### config.mk
export PLATFORM = sky130hd
export DESIGN_NAME = ccs_top
export DESIGN_NICKNAME = d
export VERILOG_FILES = /design/src/shared/ccs_pkg.sv /design/src/shared/ccs_tmr_if.sv /design/src/rtl/ccs_top.sv /design/src/rtl/ccs_timer.sv /design/src/rtl/ccs_spread.sv
export VERILOG_INCLUDE_DIRS = /design/src /design/src/shared
export SDC_FILE = /design/constraint.sdc
export NUM_CORES = 1
export LEC_CHECK = 0
export CAP_MARGIN = 15
export CELL_PAD_IN_SITES_DETAIL_PLACEMENT = 2
export CELL_PAD_IN_SITES_GLOBAL_PLACEMENT = 2
export CORE_MARGIN = 4
export CORE_UTILIZATION = 35
export CTS_CLUSTER_DIAMETER = 60
export DETAILED_ROUTE_END_ITERATION = 10
export DONT_BUFFER_PORTS = 1
export PLACE_DENSITY_LB_ADDON = 0.12
export SYNTH_ARGS = -nofsm -noshare
export SYNTH_HDL_FRONTEND = slang
export SYNTH_SLANG_ARGS = --single-unit
### constraint.sdc
create_clock -name ref_clk -period 2.6 [get_ports ref_clk]
set_input_delay 0.26 -clock ref_clk [delete_from_list [all_inputs] [get_ports ref_clk]]
set_output_delay 0.26 -clock ref_clk [all_outputs]
set_load 0.05 [all_outputs]
### src/shared/ccs_regs.svh
// Purpose: constants of the charger control sequencer
// Assumes: included by bare name
// Notes: times are in their printed units, counts derive from the clock
`ifndef CCS_REGS_SVH
`define CCS_REGS_SVH
`define CCS_CLK_KHZ 25000
`define CCS_T_DEGLITCH_MS 32
`define CCS_T_DETECT_MS 262
`define CCS_T_SYNC_MS 40
`define CCS_T_RETRY_MS 100
`define CCS_T_SS_STEP_US 170
`define CCS_T_SLEW_US 100
`define CCS_SS_STEPS 8
`define CCS_VREG_DEF 6'h02
`define CCS_VREG_MAX 6'h2F
`define CCS_ICHG_DEF 4'h0
`define CCS_DUTY_MAX 8'hC7
`endif

### src/shared/ccs_pkg.sv
// Purpose: types of the charger control sequencer
// Assumes: nothing
// Notes: state codes are one-hot
package ccs_pkg;
   typedef enum logic [5:0] {
      ST_IDLE = 6'h01,
      ST_CHARGE = 6'h02,
      ST_DETECT = 6'h04,
      ST_SYNC = 6'h08,
      ST_DONE = 6'h10,
      ST_RETRY = 6'h20
   } ccs_state_t;
   typedef enum logic [1:0] {
      IIN_100 = 2'h0,
      IIN_500 = 2'h1,
      IIN_800 = 2'h2,
      IIN_NONE = 2'h3
   } ccs_iin_t;
endpackage

### src/shared/ccs_tmr_if.sv
// Purpose: control and result of one interval timer
// Assumes: one owner, one timer
// Notes: run low clears the timer unless frozen
`timescale 1ns/1ps
interface ccs_tmr_if;
   logic run;
   logic freeze;
   logic done;
   modport owner (output run, output freeze, input done);
   modport timer (input run, input freeze, output done);
endinterface

### src/rtl/ccs_top.sv
// Purpose: charge phase, parameter and termination sequencing of a one-cell charger
// Assumes: analog comparators arrive as levels synchronous to ref_clk
// Notes: sys_rst is the supply power-on reset; por_event is the input-supply power-on
`timescale 1ns/1ps
`include "ccs_regs.svh"
// Functional notes
// - Short current below short threshold, ramp to fast charge, taper at regulation
// - Host mode with termination: stop PWM, sink detect current, then sample battery
// - Battery low after detect window: absent, defaults restored, retry after delay
// - After supply power-on, default mode until first host transaction
// - Host kicks before input power-on keep host mode, else defaults
// - Default input limit from limit-select pin, host limit in host mode
// - Factory mode follows its bit only while no battery is present
// - Factory mode: current amplifier off, high-side limit doubled, continuous conduction
// - Spread spectrum steps through eight offsets, four up, four down
// - Synchronous rectification only while low-side current exceeds threshold or factory mode is on
// - Duty cycle bounded between zero and the maximum
// - Regulation voltage fixed in default mode, host-programmable in range
// - Termination needs deglitched recharge level and termination current
// - Completion reported only after the synchronisation delay
// - Termination enable bit low disables current-based termination
// - New cycle on recharge, input power-on with low battery, enable toggle, reset
// - Thermal shutdown stops PWM and freezes all timers until recovered
// - Default mode keeps charging with reset values
module ccs_top #(
   parameter int T_DEGLITCH = `CCS_T_DEGLITCH_MS * `CCS_CLK_KHZ,
   parameter int T_DETECT = `CCS_T_DETECT_MS * `CCS_CLK_KHZ,
   parameter int T_SYNC = `CCS_T_SYNC_MS * `CCS_CLK_KHZ,
   parameter int T_RETRY = `CCS_T_RETRY_MS * `CCS_CLK_KHZ,
   parameter int T_SS_STEP = `CCS_T_SS_STEP_US * `CCS_CLK_KHZ / 1000,
   parameter int T_SLEW = `CCS_T_SLEW_US * `CCS_CLK_KHZ / 1000
) (
   input wire logic ref_clk,
   input wire logic sys_rst,
   input wire logic por_event,
   input wire logic i2c_txn,
   input wire logic watchdog_kick_bit,
   input wire logic termination_enable_bit,
   input wire logic charge_disable_bit,
   input wire logic reset_bit,
   input wire logic factory_mode_bit,
   input wire logic spread_enable_bit,
   input wire logic limit_select_pin,
   input wire ccs_pkg::ccs_iin_t host_iin_limit,
   input wire logic [5:0] host_vreg_code,
   input wire logic [3:0] host_ichg_code,
   input wire logic batt_below_short,
   input wire logic batt_above_rch,
   input wire logic batt_below_lowv,
   input wire logic batt_at_vreg,
   input wire logic term_current_det,
   input wire logic lowside_above_thr,
   input wire logic no_battery,
   input wire logic over_temp,
   input wire logic temp_recovered,
   input wire logic [7:0] duty_req,
   output logic host_mode_q,
   output logic pwm_en_q,
   output logic short_mode_q,
   output logic cv_taper_q,
   output logic [3:0] chg_current_q,
   output logic detect_sink_q,
   output logic charge_done_q,
   output logic batt_absent_q,
   output logic stat_o_q,
   output logic stat_oe_q,
   output ccs_pkg::ccs_iin_t iin_limit_q,
   output logic [5:0] vreg_code_q,
   output logic ichg_amp_en_q,
   output logic hs_limit_x2_q,
   output logic continuous_conduction_q,
   output logic sync_rect_q,
   output logic [7:0] duty_q,
   output logic [3:0] ss_offset_q,
   output logic therm_shdn_q
);
   import ccs_pkg::*;

   ccs_state_t state_q;
   logic kick_seen_q;
   logic ce_prev_q;
   logic new_cyc;
   logic absent_evt;
   logic factory_on;
   logic [3:0] ichg_tgt;

   ccs_tmr_if deg_if ();
   ccs_tmr_if det_if ();
   ccs_tmr_if syn_if ();
   ccs_tmr_if ret_if ();
   ccs_tmr_if ss_if ();
   ccs_tmr_if slw_if ();

   // Every interval is counted on ref_clk and frozen in thermal shutdown
   ccs_timer #(.COUNT(T_DEGLITCH), .AUTO(1'b0)) u_deg (.clk(ref_clk), .rst(sys_rst), .t(deg_if.timer));
   ccs_timer #(.COUNT(T_DETECT), .AUTO(1'b0)) u_det (.clk(ref_clk), .rst(sys_rst), .t(det_if.timer));
   ccs_timer #(.COUNT(T_SYNC), .AUTO(1'b0)) u_syn (.clk(ref_clk), .rst(sys_rst), .t(syn_if.timer));
   ccs_timer #(.COUNT(T_RETRY), .AUTO(1'b0)) u_ret (.clk(ref_clk), .rst(sys_rst), .t(ret_if.timer));
   ccs_timer #(.COUNT(T_SS_STEP), .AUTO(1'b1)) u_ss (.clk(ref_clk), .rst(sys_rst), .t(ss_if.timer));
   ccs_timer #(.COUNT(T_SLEW), .AUTO(1'b1)) u_slw (.clk(ref_clk), .rst(sys_rst), .t(slw_if.timer));

   assign deg_if.freeze = therm_shdn_q;
   assign det_if.freeze = therm_shdn_q;
   assign syn_if.freeze = therm_shdn_q;
   assign ret_if.freeze = therm_shdn_q;
   assign ss_if.freeze = therm_shdn_q;
   assign slw_if.freeze = therm_shdn_q;

   // Deglitch runs only while termination is allowed and the battery sits above recharge
   assign deg_if.run = (state_q == ST_CHARGE) && host_mode_q && termination_enable_bit
      && batt_above_rch;
   assign det_if.run = (state_q == ST_DETECT);
   assign syn_if.run = (state_q == ST_SYNC);
   assign ret_if.run = (state_q == ST_RETRY);
   assign ss_if.run = spread_enable_bit;
   assign slw_if.run = (state_q == ST_CHARGE);

   // Re-enable after a disable, a reset request, or input power-on with a low battery
   assign new_cyc = (ce_prev_q && !charge_disable_bit) || reset_bit
      || (por_event && batt_below_lowv);
   assign absent_evt = (state_q == ST_DETECT) && det_if.done && !batt_above_rch
      && !therm_shdn_q && !charge_disable_bit && !new_cyc;
   assign factory_on = factory_mode_bit && no_battery;
   assign ichg_tgt = host_mode_q ? host_ichg_code : `CCS_ICHG_DEF;

   always_ff @(posedge ref_clk) begin
      if (sys_rst) begin
         ce_prev_q <= 1'b0;
      end else begin
         ce_prev_q <= charge_disable_bit;
      end
   end

   always_ff @(posedge ref_clk) begin
      if (sys_rst) begin
         state_q <= ST_CHARGE;
      end else if (therm_shdn_q) begin
         state_q <= state_q;
      end else if (charge_disable_bit) begin
         state_q <= ST_IDLE;
      end else if (new_cyc) begin
         state_q <= ST_CHARGE;
      end else begin
         case (state_q)
            ST_IDLE: begin
               state_q <= ST_CHARGE;
            end
            ST_CHARGE: begin
               if (deg_if.done && term_current_det) begin
                  state_q <= ST_DETECT;
               end
            end
            ST_DETECT: begin
               if (det_if.done) begin
                  state_q <= batt_above_rch ? ST_SYNC : ST_RETRY;
               end
            end
            ST_SYNC: begin
               if (syn_if.done) begin
                  state_q <= ST_DONE;
               end
            end
            ST_DONE: begin
               if (!batt_above_rch) begin
                  state_q <= ST_CHARGE;
               end
            end
            ST_RETRY: begin
               if (ret_if.done) begin
                  state_q <= ST_CHARGE;
               end
            end
            default: begin
               state_q <= ST_CHARGE;
            end
         endcase
      end
   end

   // Kicks seen before the input power-on decide the mode taken at it
   always_ff @(posedge ref_clk) begin
      if (sys_rst) begin
         kick_seen_q <= 1'b0;
      end else if (watchdog_kick_bit) begin
         kick_seen_q <= 1'b1;
      end else if (por_event) begin
         kick_seen_q <= 1'b0;
      end
   end

   always_ff @(posedge ref_clk) begin
      if (sys_rst) begin
         host_mode_q <= 1'b0;
      end else if (absent_evt) begin
         host_mode_q <= 1'b0;
      end else if (i2c_txn) begin
         host_mode_q <= 1'b1;
      end else if (por_event) begin
         host_mode_q <= kick_seen_q || watchdog_kick_bit;
      end
   end

   always_ff @(posedge ref_clk) begin
      if (sys_rst) begin
         batt_absent_q <= 1'b0;
      end else if (absent_evt) begin
         batt_absent_q <= 1'b1;
      end else if (state_q == ST_DETECT && det_if.done && batt_above_rch) begin
         batt_absent_q <= 1'b0;
      end
   end

   always_ff @(posedge ref_clk) begin
      if (sys_rst) begin
         therm_shdn_q <= 1'b0;
      end else if (over_temp) begin
         therm_shdn_q <= 1'b1;
      end else if (temp_recovered) begin
         therm_shdn_q <= 1'b0;
      end
   end

   // Settings seen by the power stage: pin-selected input limit and default regulation code unless in host mode
   always_ff @(posedge ref_clk) begin
      if (sys_rst) begin
         iin_limit_q <= IIN_100;
         vreg_code_q <= `CCS_VREG_DEF;
      end else if (!host_mode_q) begin
         iin_limit_q <= limit_select_pin ? IIN_500 : IIN_100;
         vreg_code_q <= `CCS_VREG_DEF;
      end else begin
         iin_limit_q <= host_iin_limit;
         vreg_code_q <= (host_vreg_code > `CCS_VREG_MAX) ? `CCS_VREG_MAX : host_vreg_code;
      end
   end

   always_ff @(posedge ref_clk) begin
      if (sys_rst) begin
         ichg_amp_en_q <= 1'b1;
         hs_limit_x2_q <= 1'b0;
         continuous_conduction_q <= 1'b0;
      end else begin
         ichg_amp_en_q <= !factory_on;
         hs_limit_x2_q <= factory_on;
         continuous_conduction_q <= factory_on;
      end
   end

   always_ff @(posedge ref_clk) begin
      if (sys_rst) begin
         pwm_en_q <= 1'b0;
         detect_sink_q <= 1'b0;
      end else begin
         pwm_en_q <= (state_q == ST_CHARGE) && !therm_shdn_q;
         detect_sink_q <= (state_q == ST_DETECT) && !therm_shdn_q;
      end
   end

   always_ff @(posedge ref_clk) begin
      if (sys_rst) begin
         sync_rect_q <= 1'b0;
      end else begin
         sync_rect_q <= pwm_en_q && (factory_on || lowside_above_thr);
      end
   end

   always_ff @(posedge ref_clk) begin
      if (sys_rst) begin
         duty_q <= 8'h00;
      end else if (!pwm_en_q) begin
         duty_q <= 8'h00;
      end else begin
         duty_q <= (duty_req > `CCS_DUTY_MAX) ? `CCS_DUTY_MAX : duty_req;
      end
   end

   // Fast-charge current walks up one code per slew tick to its target and drops to a lower target at once
   always_ff @(posedge ref_clk) begin
      if (sys_rst) begin
         chg_current_q <= 4'h0;
         short_mode_q <= 1'b0;
         cv_taper_q <= 1'b0;
      end else begin
         short_mode_q <= batt_below_short;
         cv_taper_q <= batt_at_vreg && !batt_below_short;
         if (state_q != ST_CHARGE || new_cyc || batt_below_short) begin
            chg_current_q <= 4'h0;
         end else if (chg_current_q > ichg_tgt) begin
            chg_current_q <= ichg_tgt;
         end else if (slw_if.done && !therm_shdn_q && !batt_at_vreg && chg_current_q < ichg_tgt) begin
            chg_current_q <= chg_current_q + 4'h1;
         end
      end
   end

   // Status pin pulls low in every state but done and idle, retry included, and releases on completion
   always_ff @(posedge ref_clk) begin
      if (sys_rst) begin
         charge_done_q <= 1'b0;
         stat_o_q <= 1'b0;
         stat_oe_q <= 1'b0;
      end else begin
         charge_done_q <= (state_q == ST_DONE);
         stat_o_q <= 1'b0;
         stat_oe_q <= (state_q != ST_DONE) && (state_q != ST_IDLE);
      end
   end

   ccs_spread #(.STEPS(`CCS_SS_STEPS)) u_spread (
      .clk(ref_clk),
      .rst(sys_rst),
      .en(spread_enable_bit && pwm_en_q),
      .step(ss_if.done && !therm_shdn_q),
      .offset_q(ss_offset_q)
   );
endmodule

### src/rtl/ccs_timer.sv
// Purpose: interval counter on the reference clock
// Assumes: COUNT of at least 2
// Notes: one-shot holds done, AUTO pulses done every COUNT cycles
`timescale 1ns/1ps
module ccs_timer #(
   parameter int COUNT = 16,
   parameter bit AUTO = 1'b0
) (
   input wire logic clk,
   input wire logic rst,
   ccs_tmr_if.timer t
);
   localparam int W = (COUNT > 2) ? $clog2(COUNT) : 1;
   logic [W-1:0] cnt_q;
   logic hit;
   assign hit = (cnt_q == W'(COUNT - 1));
   always_ff @(posedge clk) begin
      if (rst) begin
         cnt_q <= '0;
         t.done <= 1'b0;
      end else if (!t.freeze) begin
         if (!t.run) begin
            cnt_q <= '0;
            t.done <= 1'b0;
         end else if (hit) begin
            t.done <= 1'b1;
            if (AUTO) begin
               cnt_q <= '0;
            end
         end else begin
            cnt_q <= cnt_q + 1'b1;
            t.done <= 1'b0;
         end
      end
   end
endmodule

### src/rtl/ccs_spread.sv
// Purpose: spread-spectrum offset stepper
// Assumes: step is a one-cycle pulse
// Notes: offsets in units of an eighth of the full swing, half above and half below
`timescale 1ns/1ps
module ccs_spread #(
   parameter int STEPS = 8
) (
   input wire logic clk,
   input wire logic rst,
   input wire logic en,
   input wire logic step,
   output logic [3:0] offset_q
);
   localparam int W = $clog2(STEPS);
   localparam int HALF = STEPS / 2;
   logic [W-1:0] idx_q;
   always_ff @(posedge clk) begin
      if (rst || !en) begin
         idx_q <= '0;
      end else if (step) begin
         idx_q <= idx_q + 1'b1;
      end
   end
   always_ff @(posedge clk) begin
      if (rst || !en) begin
         offset_q <= 4'h0;
      end else if (idx_q < W'(HALF)) begin
         offset_q <= 4'(idx_q) + 4'h1;
      end else begin
         offset_q <= 4'h0 - (4'(idx_q) - 4'(HALF) + 4'h1);
      end
   end
endmodule

[Word level (Yosys, flattened, before mapping)]
Index checks and enable logic that the tools add are counted.
Cells by class
  bitwise gates (word level): 3
  equality and inequality tests: 23
  mux-type cells: 49
  magnitude comparators: 5
  reductions and logical operators: 54
  $add $sub $neg: 12
Operators by type and width (number)
  2-to-1 mux 20 bit: 4
  2-to-1 mux 6 bit: 9
  2-to-1 mux 23 bit: 2
  2-to-1 mux 22 bit: 2
  adder 20 x 1 -> 20 bit (second input constant): 2
  equality test 20 bit (second input constant): 2
  case mux 6 bit (5 select lines): 1
  2-to-1 mux 13 bit: 2
  2-to-1 mux 12 bit: 2
  adder 23 x 1 -> 23 bit (second input constant): 1
  equality test 23 bit (second input constant): 1
  logical AND 1 bit: 23
  adder 22 x 1 -> 22 bit (second input constant): 1
  equality test 22 bit (second input constant): 1
  2-to-1 mux 1 bit: 21
  != test 4 bit (second input constant): 5
  2-to-1 mux 4 bit: 4
  adder 13 x 1 -> 13 bit (second input constant): 1
  equality test 13 bit (second input constant): 1
  adder 12 x 1 -> 12 bit (second input constant): 1
  equality test 12 bit (second input constant): 1
  nonzero test 2 bit: 5
  adder 4 x 1 -> 4 bit (second input constant): 2
  greater-than comparator 8 bit (second input constant): 1
  other kinds (26): 51
Storage, ports and cells
  logic and storage cells: 181
  output and inout bits: 38
  input bits: 40
  register bits: 163

[Depth between registers and ports, before layout]
Gate-level depths: netlist of run 1.
  depth in word-level cells: 7
  mapped depth: 8
  depth with buffers taken out: 7

[Modules after synthesis]
Synthesis of run 1 repeated with hierarchy kept, for this count alone.
Second synthesis, totals
  cells, all modules: 1019
  area total of the unflattened synthesis: 8501.9 um^2
Modules (own cells, without submodules)
  ccs_top: instances 1, cells an instance 197, seq. area each 800.8 um^2, area each 1735.4 um^2
  ccs_timer (u_ret): instances 1, cells an instance 165, seq. area each 460.4 um^2, area each 1412.6 um^2
  ccs_timer (u_det): instances 1, cells an instance 179, seq. area each 480.5 um^2, area each 1378.8 um^2
  ccs_timer (u_deg): instances 1, cells an instance 147, seq. area each 420.4 um^2, area each 1168.6 um^2
  ccs_timer (u_syn): instances 1, cells an instance 146, seq. area each 420.4 um^2, area each 1161.1 um^2
  ccs_timer (u_ss): instances 1, cells an instance 82, seq. area each 280.3 um^2, area each 706.9 um^2
  ccs_timer (u_slw): instances 1, cells an instance 79, seq. area each 260.2 um^2, area each 690.7 um^2
  ccs_spread: instances 1, cells an instance 24, seq. area each 140.1 um^2, area each 247.7 um^2

[Worst setup path before layout of run 1]
OpenSTA, ideal clock, no wires.
  path type: register to register
  start point: register u_ret.cnt_q[0]
  end point: register u_ret.cnt_q[4]
  data arrival time: 2338 ps
  library setup time: 118 ps
  path buffers: 1
  clock period less this slack: 2456 ps
  path slack: 144 ps
  data required time: 2482 ps
  cell stages (with the launch flop): 8
  cells stage by stage: dfxtp_1 ha_1 or4bb_1 or4_1 o41a_1 buf_6 and4_4 mux2i_1
On the way
  longest elaborated chain between the ends: 3
  elaborated cells between the ends (all ways): 6
  classes of those cells: 1 x add/sub; 2 x eq/ne; 2 x mux; 1 x reduce/logical
RTL lines
  start: declaration: RTL line ccs_timer.sv:14  | logic [W-1:0] cnt_q;
  start signal: assignment: RTL line ccs_timer.sv:31  | cnt_q <= cnt_q + 1'b1;
  adder 22 x 1 -> 22 bit or equality test 22 bit (tied branches): RTL line ccs_timer.sv:31, ccs_timer.sv:16
  2-to-1 mux 22 bit or != test 2 bit (tied branches)
  2-to-1 mux 22 bit or AND reduction 2 bit (tied branches)
Several ways; a longest one is shown, not always the timed one. The select of a mux whose other input is x is not followed.
A chain may end at the register's enable or synchronous reset.

[Worst setup path after layout of run 1]
  start point: register u_ret.cnt_q[1]
  end point: register u_ret.cnt_q[4]
The elaborated chain is that of the path after synthesis.

==> impl_metrics.toml, run 1 <==
[run_status]
status = "finished, final reports clean"

[worst_setup_path]
critPathBufInv = 0
critical_path.top_delay_family = "simple AND/OR/NAND/NOR gates"
critPathKind = "flip-flop to flip-flop"
critPathMaxStageDelay_ps = 570
arrival_ps = 2710
start_kind = "flip-flop"
endpoint_kind = "flip-flop"
path_cells = "ha_1 -> or4bb_1 -> or4_1 -> o41a_1 -> and4_4 -> mux2i_1"
r2r.worst_path.cells = 6
worstPathRequired_ps = 2920
crit_cells = 6
critPathMaxFanout = 5
cp_slowest_cell = "or4_1"

[logic_synthesis]
ys_async_sr_fraction_pct = 0
syn_area_per_cell_um2 = 8.38
yosys.area.top_type = "dfxtp_1"
synth_seq_cells = 163
yosysMostFrequentCell = "dfxtp_1"
post-synth-top-area-fraction_pct = 41.8
synth_edf_count = 0
syn_area_um2 = 7810
synth_ff_type = "dfxtp_1"
synth.area.top_cells = "dfxtp_1, nor2_1, nand2_1, xor2_1, a21oi_1"
synth_top_cells_by_count = "dfxtp_1, nor2_1, nand2_1, a21oi_1, nand3_1"
synth_cell_types = 72
synth_fp_nets = 986
yosys_warnings = 0
synth.yosys.seq_area_share_pct = 41.8
synthCells = 932

[clock_network]
clk_latency_ps = 440
clk_path_buf_depth = 2
path_clk_slew_ps = 70
ctsResizeCount = 0
cts_setup_buffers = 0
clockRootBuffer = "clkbuf_16"
cts_tree = "yes"
cts_buffers = 17
htreeDepth = 4
cts_sinks = 163

[die]
core_area_um2 = 21900
dieHeight_um = 157
num_io_pins = 78
rows = 54
die-area_um2 = 24800
die_w_um = 157
initial_utilization_pct = 35.7

[placed_design]
dp_hpwl_um = 17500
place_area_um2 = 8290
io_buffers = 0
place_ws_ps = 4.98
place_inst = 1213
gp_congestion = 0.825

[global_routing]
grt_max_degree = 38
track_usage_pct = 21.4
overflow = 0
grt_pass1_vias = 7947
grt_pass1_wl_um = 42700
antenna_found_initial = 0

[final_layout]
design_area_um2 = 9230
area_delta_synth_final_pct = 18.2
nNetsFinal = 1038
multi_input_area_um2 = 4290
antenna_cells = 0
final_cells = 1277
register_area_um2 = 3260
fillers = 2469
drive_above_1_share_pct = 8.73

[route]
wl_um = 26400
wl_per_cell_um = 20.7
ant_nets = 0
firstDrtPassIters = 4
post-route-drc-count = 0
drt-initial-drc-count = 299
num_vias = 7323
viasPerCell = 5.73

[power_and_ir_drop]
internal_power_mw = 3.96
static-leakage-power_nw = 3.23
power.clock.fraction_pct = 46.4
swShare_pct = 28.6
power.density_nw_per_um2 = 601
peakVddDrop_mv = 0.364
pwr-share-comb_pct = 6.2
pwr-share-seq_pct = 47.4
power_switching_mw = 1.58

[sta]
timing.final.crit_share_pct = 91.9
finalWorstSetupSlack_ps = 210
fin_crit_ps = 2390
hold_violations = 0
rsz0062_at_grt = "no"
skew_ps = 21.2
fmax_mhz = 418
worstMarginPinSlew_ps = 999
timing.setup.tns_ps = 0
hold_ws_ps = 15.9
relSlewSlack_pct = 33.0
setup_viol = 0
finalMaxSlewViolations = 0

[job]
maxCapViolCount = 0

[hold_path]
hp-class = "input port to flip-flop"
hold_depth = 2
path summary, 6_finish.rpt:
path	to	slack (ps)	start
worst max-delay path	u_ret.cnt_q[4]	210	u_ret.cnt_q[1]
worst min-delay path	u_syn.cnt_q[5]	20	sys_rst
worst max register to register	u_ret.cnt_q[4]	210	u_ret.cnt_q[1]
worst min register to register	u_spread.offset_q[0]	470	u_spread.idx_q[0]
kinds of logic after synthesis:
| family | Yosys count | synth area share, % |
|---|---|---|
| simple gates | 459 | 31.7 |
| other cells | 1 | 0.0480 |
| compound gates | 159 | 12.9 |
| mux | 11 | 1.41 |
| xor+xnor | 58 | 6.51 |
| fa+ha+maj | 14 | 2.24 |
| buf+inv | 67 | 3.46 |
| flops | 163 | 41.8 |
metrics by stage:
step           power (mW)  utilization, %
6_report             5.54            42.2
5_1_grt              5.76            42.2
4_1_cts              5.60            42.1
3_5_place_dp         2.96            37.9
3_3_place_gp         2.94            37.9
2_1_floorplan        2.87               -
layer usage:
| metal | up-vias | track usage, % | routed length [um] |
|---|---|---|---|
| met4 | 0 | 6.27 | 429 |
| met2 | 61 | 39.6 | 14300 |
| li1 | 3479 | - | - |
| met3 | 26 | 3.41 | 411 |
| met1 | 3757 | 25.4 | 11300 |
| met5 | - | 0 | 0 |
placed cells by master, fill, tap and decap left out, types with 6 or more instances in the layout:
cell type | netlist | final
and4_1 | 8 | 8
nor4_1 | 15 | 15
nand2b_1 | 7 | 7
or3_1 | 19 | 19
a211oi_1 | 7 | 7
o21ai_0 | 35 | 35
nand3_1 | 46 | 46
a21oi_1 | 49 | 49
and2_1 | 12 | 12
nor3b_1 | 9 | 9
nand2_1 | 73 | 73
dfxtp_1 | 163 | 162
or4_1 | 14 | 14
mux2i_1 | 11 | 11
clkbuf_16 | 0 | 17
buf_4 | 2 | 40
xor2_1 | 31 | 31
nor2b_1 | 12 | 12
and3_1 | 16 | 16
xnor2_1 | 27 | 27
ha_1 | 14 | 14
inv_8 | 0 | 6
a31oi_1 | 12 | 12
nor2_1 | 120 | 120
dlygate4sd3_1 | 0 | 29
inv_1 | 28 | 28
nand4b_1 | 10 | 10
nand4_1 | 36 | 36
nor3_1 | 32 | 32
power by group through the flow:
stage	registers (mW)	clock network [mW]	logic (mW)
after global routing	2.63	2.76	0.374
after floorplan	2.67	0	0.201
after detailed placement	2.68	0	0.278
final	2.63	2.57	0.341
after CTS	2.62	2.64	0.334
after global placement	2.68	0	0.261
registers in the layout (all words and copies together) (netlist names), 6 cells and up:
register     count
u_det.cnt_q     23
u_ret.cnt_q     22
u_deg.cnt_q     20
u_syn.cnt_q     20
u_ss.cnt_q      13
u_slw.cnt_q     12
duty_q           8
state_q          6
vreg_code_q      6
repair_timing:
item / CTS / global route
hold endpoints to repair: 54 / 0
gates cloned: 0 / 1
pin swaps: 1 / 1
hold buffers: 30 / 0
setup endpoints to repair: 1 / 7
final cells by class:
class                   count  area share (%)
inverters                  29            1.18
multi-input cells         703            46.5
well taps                 280            3.80
clock inverters            15            1.97
flip-flops and latches    163            35.4
clock buffers              17            4.61
repair buffers             70            6.62
(Power assumes the default switching activity.)
==> run 2: changes to the inputs <==
--- a/config.mk
+++ b/config.mk
@@ -6,14 +6,14 @@
 export SDC_FILE = /design/constraint.sdc
 export NUM_CORES = 1
 export LEC_CHECK = 0
+export BUFFER_PORTS_ARGS = -buffer_cell sky130_fd_sc_hd__buf_2
 export CAP_MARGIN = 15
 export CELL_PAD_IN_SITES_DETAIL_PLACEMENT = 2
 export CELL_PAD_IN_SITES_GLOBAL_PLACEMENT = 2
 export CORE_MARGIN = 4
-export CORE_UTILIZATION = 35
+export CORE_UTILIZATION = 32
 export CTS_CLUSTER_DIAMETER = 60
 export DETAILED_ROUTE_END_ITERATION = 10
-export DONT_BUFFER_PORTS = 1
 export PLACE_DENSITY_LB_ADDON = 0.12
 export SYNTH_ARGS = -nofsm -noshare
 export SYNTH_HDL_FRONTEND = slang
==> run 2 against run 1 <==
Global-route usage down 3.2 points. Largest power group is now the clock network. Die area up 8.9%. Final cell count up 6.5%. Clock skew down 10 ps. First-iteration DRC count up 6.0%. Combinational power up 19%. Sequential cell count unchanged. Non-clock buffer count up 45. Final area up 1.3%. Critical endpoint unchanged. Total power up 2.4%.
==> impl_metrics.toml, run 2 (synthesis gave the netlist of run 1 again) <==
[global_routing]
grt_max_degree = 41
grt_pass1_wl_um = 39900
track_usage_pct = 18.2
overflow = 0
grt_pass1_vias = 7618
antenna_found_initial = 0

[sta]
rsz0062_at_grt = "no"
hold_ws_ps = 12.3
timing.setup.tns_ps = 0
skew_ps = 11.0
worstMarginPinSlew_ps = 1080
fin_crit_ps = 2510
finalMaxSlewViolations = 0
fmax_mhz = 398
relSlewSlack_pct = 27.7
setup_viol = 0
timing.final.crit_share_pct = 96.5
hold_violations = 0

[worst_setup_path]
cp_slowest_cell = "o41a_4"
critPathMaxStageDelay_ps = 590
endpoint_kind = "flip-flop"
arrival_ps = 2830
critPathMaxFanout = 10
worstPathRequired_ps = 2920
path_cells = "ha_1 -> or4bb_1 -> or4_1 -> o41a_4 -> and4_4 -> mux2i_1"
critPathKind = "flip-flop to flip-flop"
start_kind = "flip-flop"

[final_layout]
final_cell_mix = "dfxtp_1, nor2_1, buf_2, nand2_1, a21oi_1"
largest_reg_flops = 23
area_delta_synth_final_pct = 19.7
nNetsFinal = 1082
drive_above_1_share_pct = 15.6
fillers = 2667
regMostFlops = "u_det.cnt_q"
design_area_um2 = 9350
layout_commonest_cell = "dfxtp_1"
antenna_cells = 0
top_regs = "u_det.cnt_q: 23 flops, u_ret.cnt_q: 22 flops"

[placed_design]
io_buffers = 76
dp_hpwl_um = 17600
place_area_um2 = 8710
gp_congestion = 0.744

[die]
die-area_um2 = 27000
dieHeight_um = 164
die_w_um = 164
core_area_um2 = 23800
rows = 56
num_io_pins = 78
initial_utilization_pct = 32.9

[route]
post-route-drc-count = 0
firstDrtPassIters = 4
drt-initial-drc-count = 317
viasPerCell = 5.31
wl_per_cell_um = 17.8
wl_um = 24200
num_vias = 7228
ant_nets = 0

[clock_network]
postCtsHoldBufs = 0
clk_latency_ps = 430
cts_sinks = 163
cts_tree = "yes"
ctsResizeCount = 0
path_clk_slew_ps = 70
htreeDepth = 4
clk_path_buf_depth = 2
cts_buffers = 17
cts_setup_buffers = 0
clockRootBuffer = "clkbuf_16"

[power_and_ir_drop]
swShare_pct = 26.1
power_switching_mw = 1.48
pwr-share-seq_pct = 45.1
power.clock.fraction_pct = 47.7
internal_power_mw = 4.19
peakVddDrop_mv = 0.357
static-leakage-power_nw = 3.45
pwr-share-comb_pct = 7.2
power.density_nw_per_um2 = 607
fin_total_pwr_mw = 5.68

[hold_path]
hp-class = "input port to flip-flop"

[run_status]
status = "finished, final reports clean"

[job]
maxCapViolCount = 0
[run 2: cell count changes in the layout (fill, tap and decap cells not counted), moves of 2 or more]
cell           delta
dlygate4sd3_1    -29
buf_2            +76
bufinv_16         +3
clkinv_8          -5
inv_8             -4
buf_4             -2
inv_6             +5
o41a_1            -2
[run 2: cell type report]
cell class,count,area [um^2],share of cell area (%)
multi-input combinational,702,4290,45.8
sequential,163,3260,34.9
timing repair buffer,115,673,7.20
clock buffer,17,425,4.55
tap,319,399,4.27
clock inverter,15,194,2.07
inverter,29,109,1.16
[run 2: worst max-delay path, delay by kind of cell (launching register included)]
| kind | cells | cell delay (ps) |
|---|---|---|
| adder cells (fa/ha/maj) | 1 | 160 |
| flip-flops | 1 | 340 |
| AND/OR/NAND/NOR | 3 | 1190 |
| multiplexers | 1 | 110 |
| AO/OA/AOI/OAI | 1 | 590 |
[run 2: routing by layer]
| layer | GRT usage [%] | vias up | share of wire (%) |
|---|---|---|---|
| met5 | 0 | - | 0 |
| met4 | 4.04 | 0 | 0.69 |
| met3 | 2.51 | 9 | 1.6 |
| met2 | 32.3 | 39 | 51 |
| met1 | 23.6 | 3627 | 46 |
| li1 | - | 3553 | - |
[run 2: worst paths after layout]
kind,end,cells after the start,slack (ps),from
min reg2reg,u_ss.t.done,2,460,u_ss.t.done
max,u_ret.cnt_q[4],6,90,u_ret.cnt_q[0]
max reg2reg,u_ret.cnt_q[4],6,90,u_ret.cnt_q[0]
min,vreg_code_q[1],2,10,host_vreg_code[1]
[run 2: power by group through the flow]
stage	registers [mW]	clock network, mW	logic [mW]
after detailed placement	2.62	0	0.409
after floorplan	2.67	0	0.201
final	2.56	2.71	0.407
after CTS	2.56	2.78	0.412
after global placement	2.62	0	0.402
after global routing	2.56	2.90	0.449
[run 2: metrics by stage]
step	setup WS, ps	util [%]	cells
global placement	85.0	36.7	1327
global route	6.12	39.4	1360
finish	90.2	39.4	1360
CTS	16.4	39.3	1359
detailed placement	31.9	36.7	1327
floorplan	144	-	932
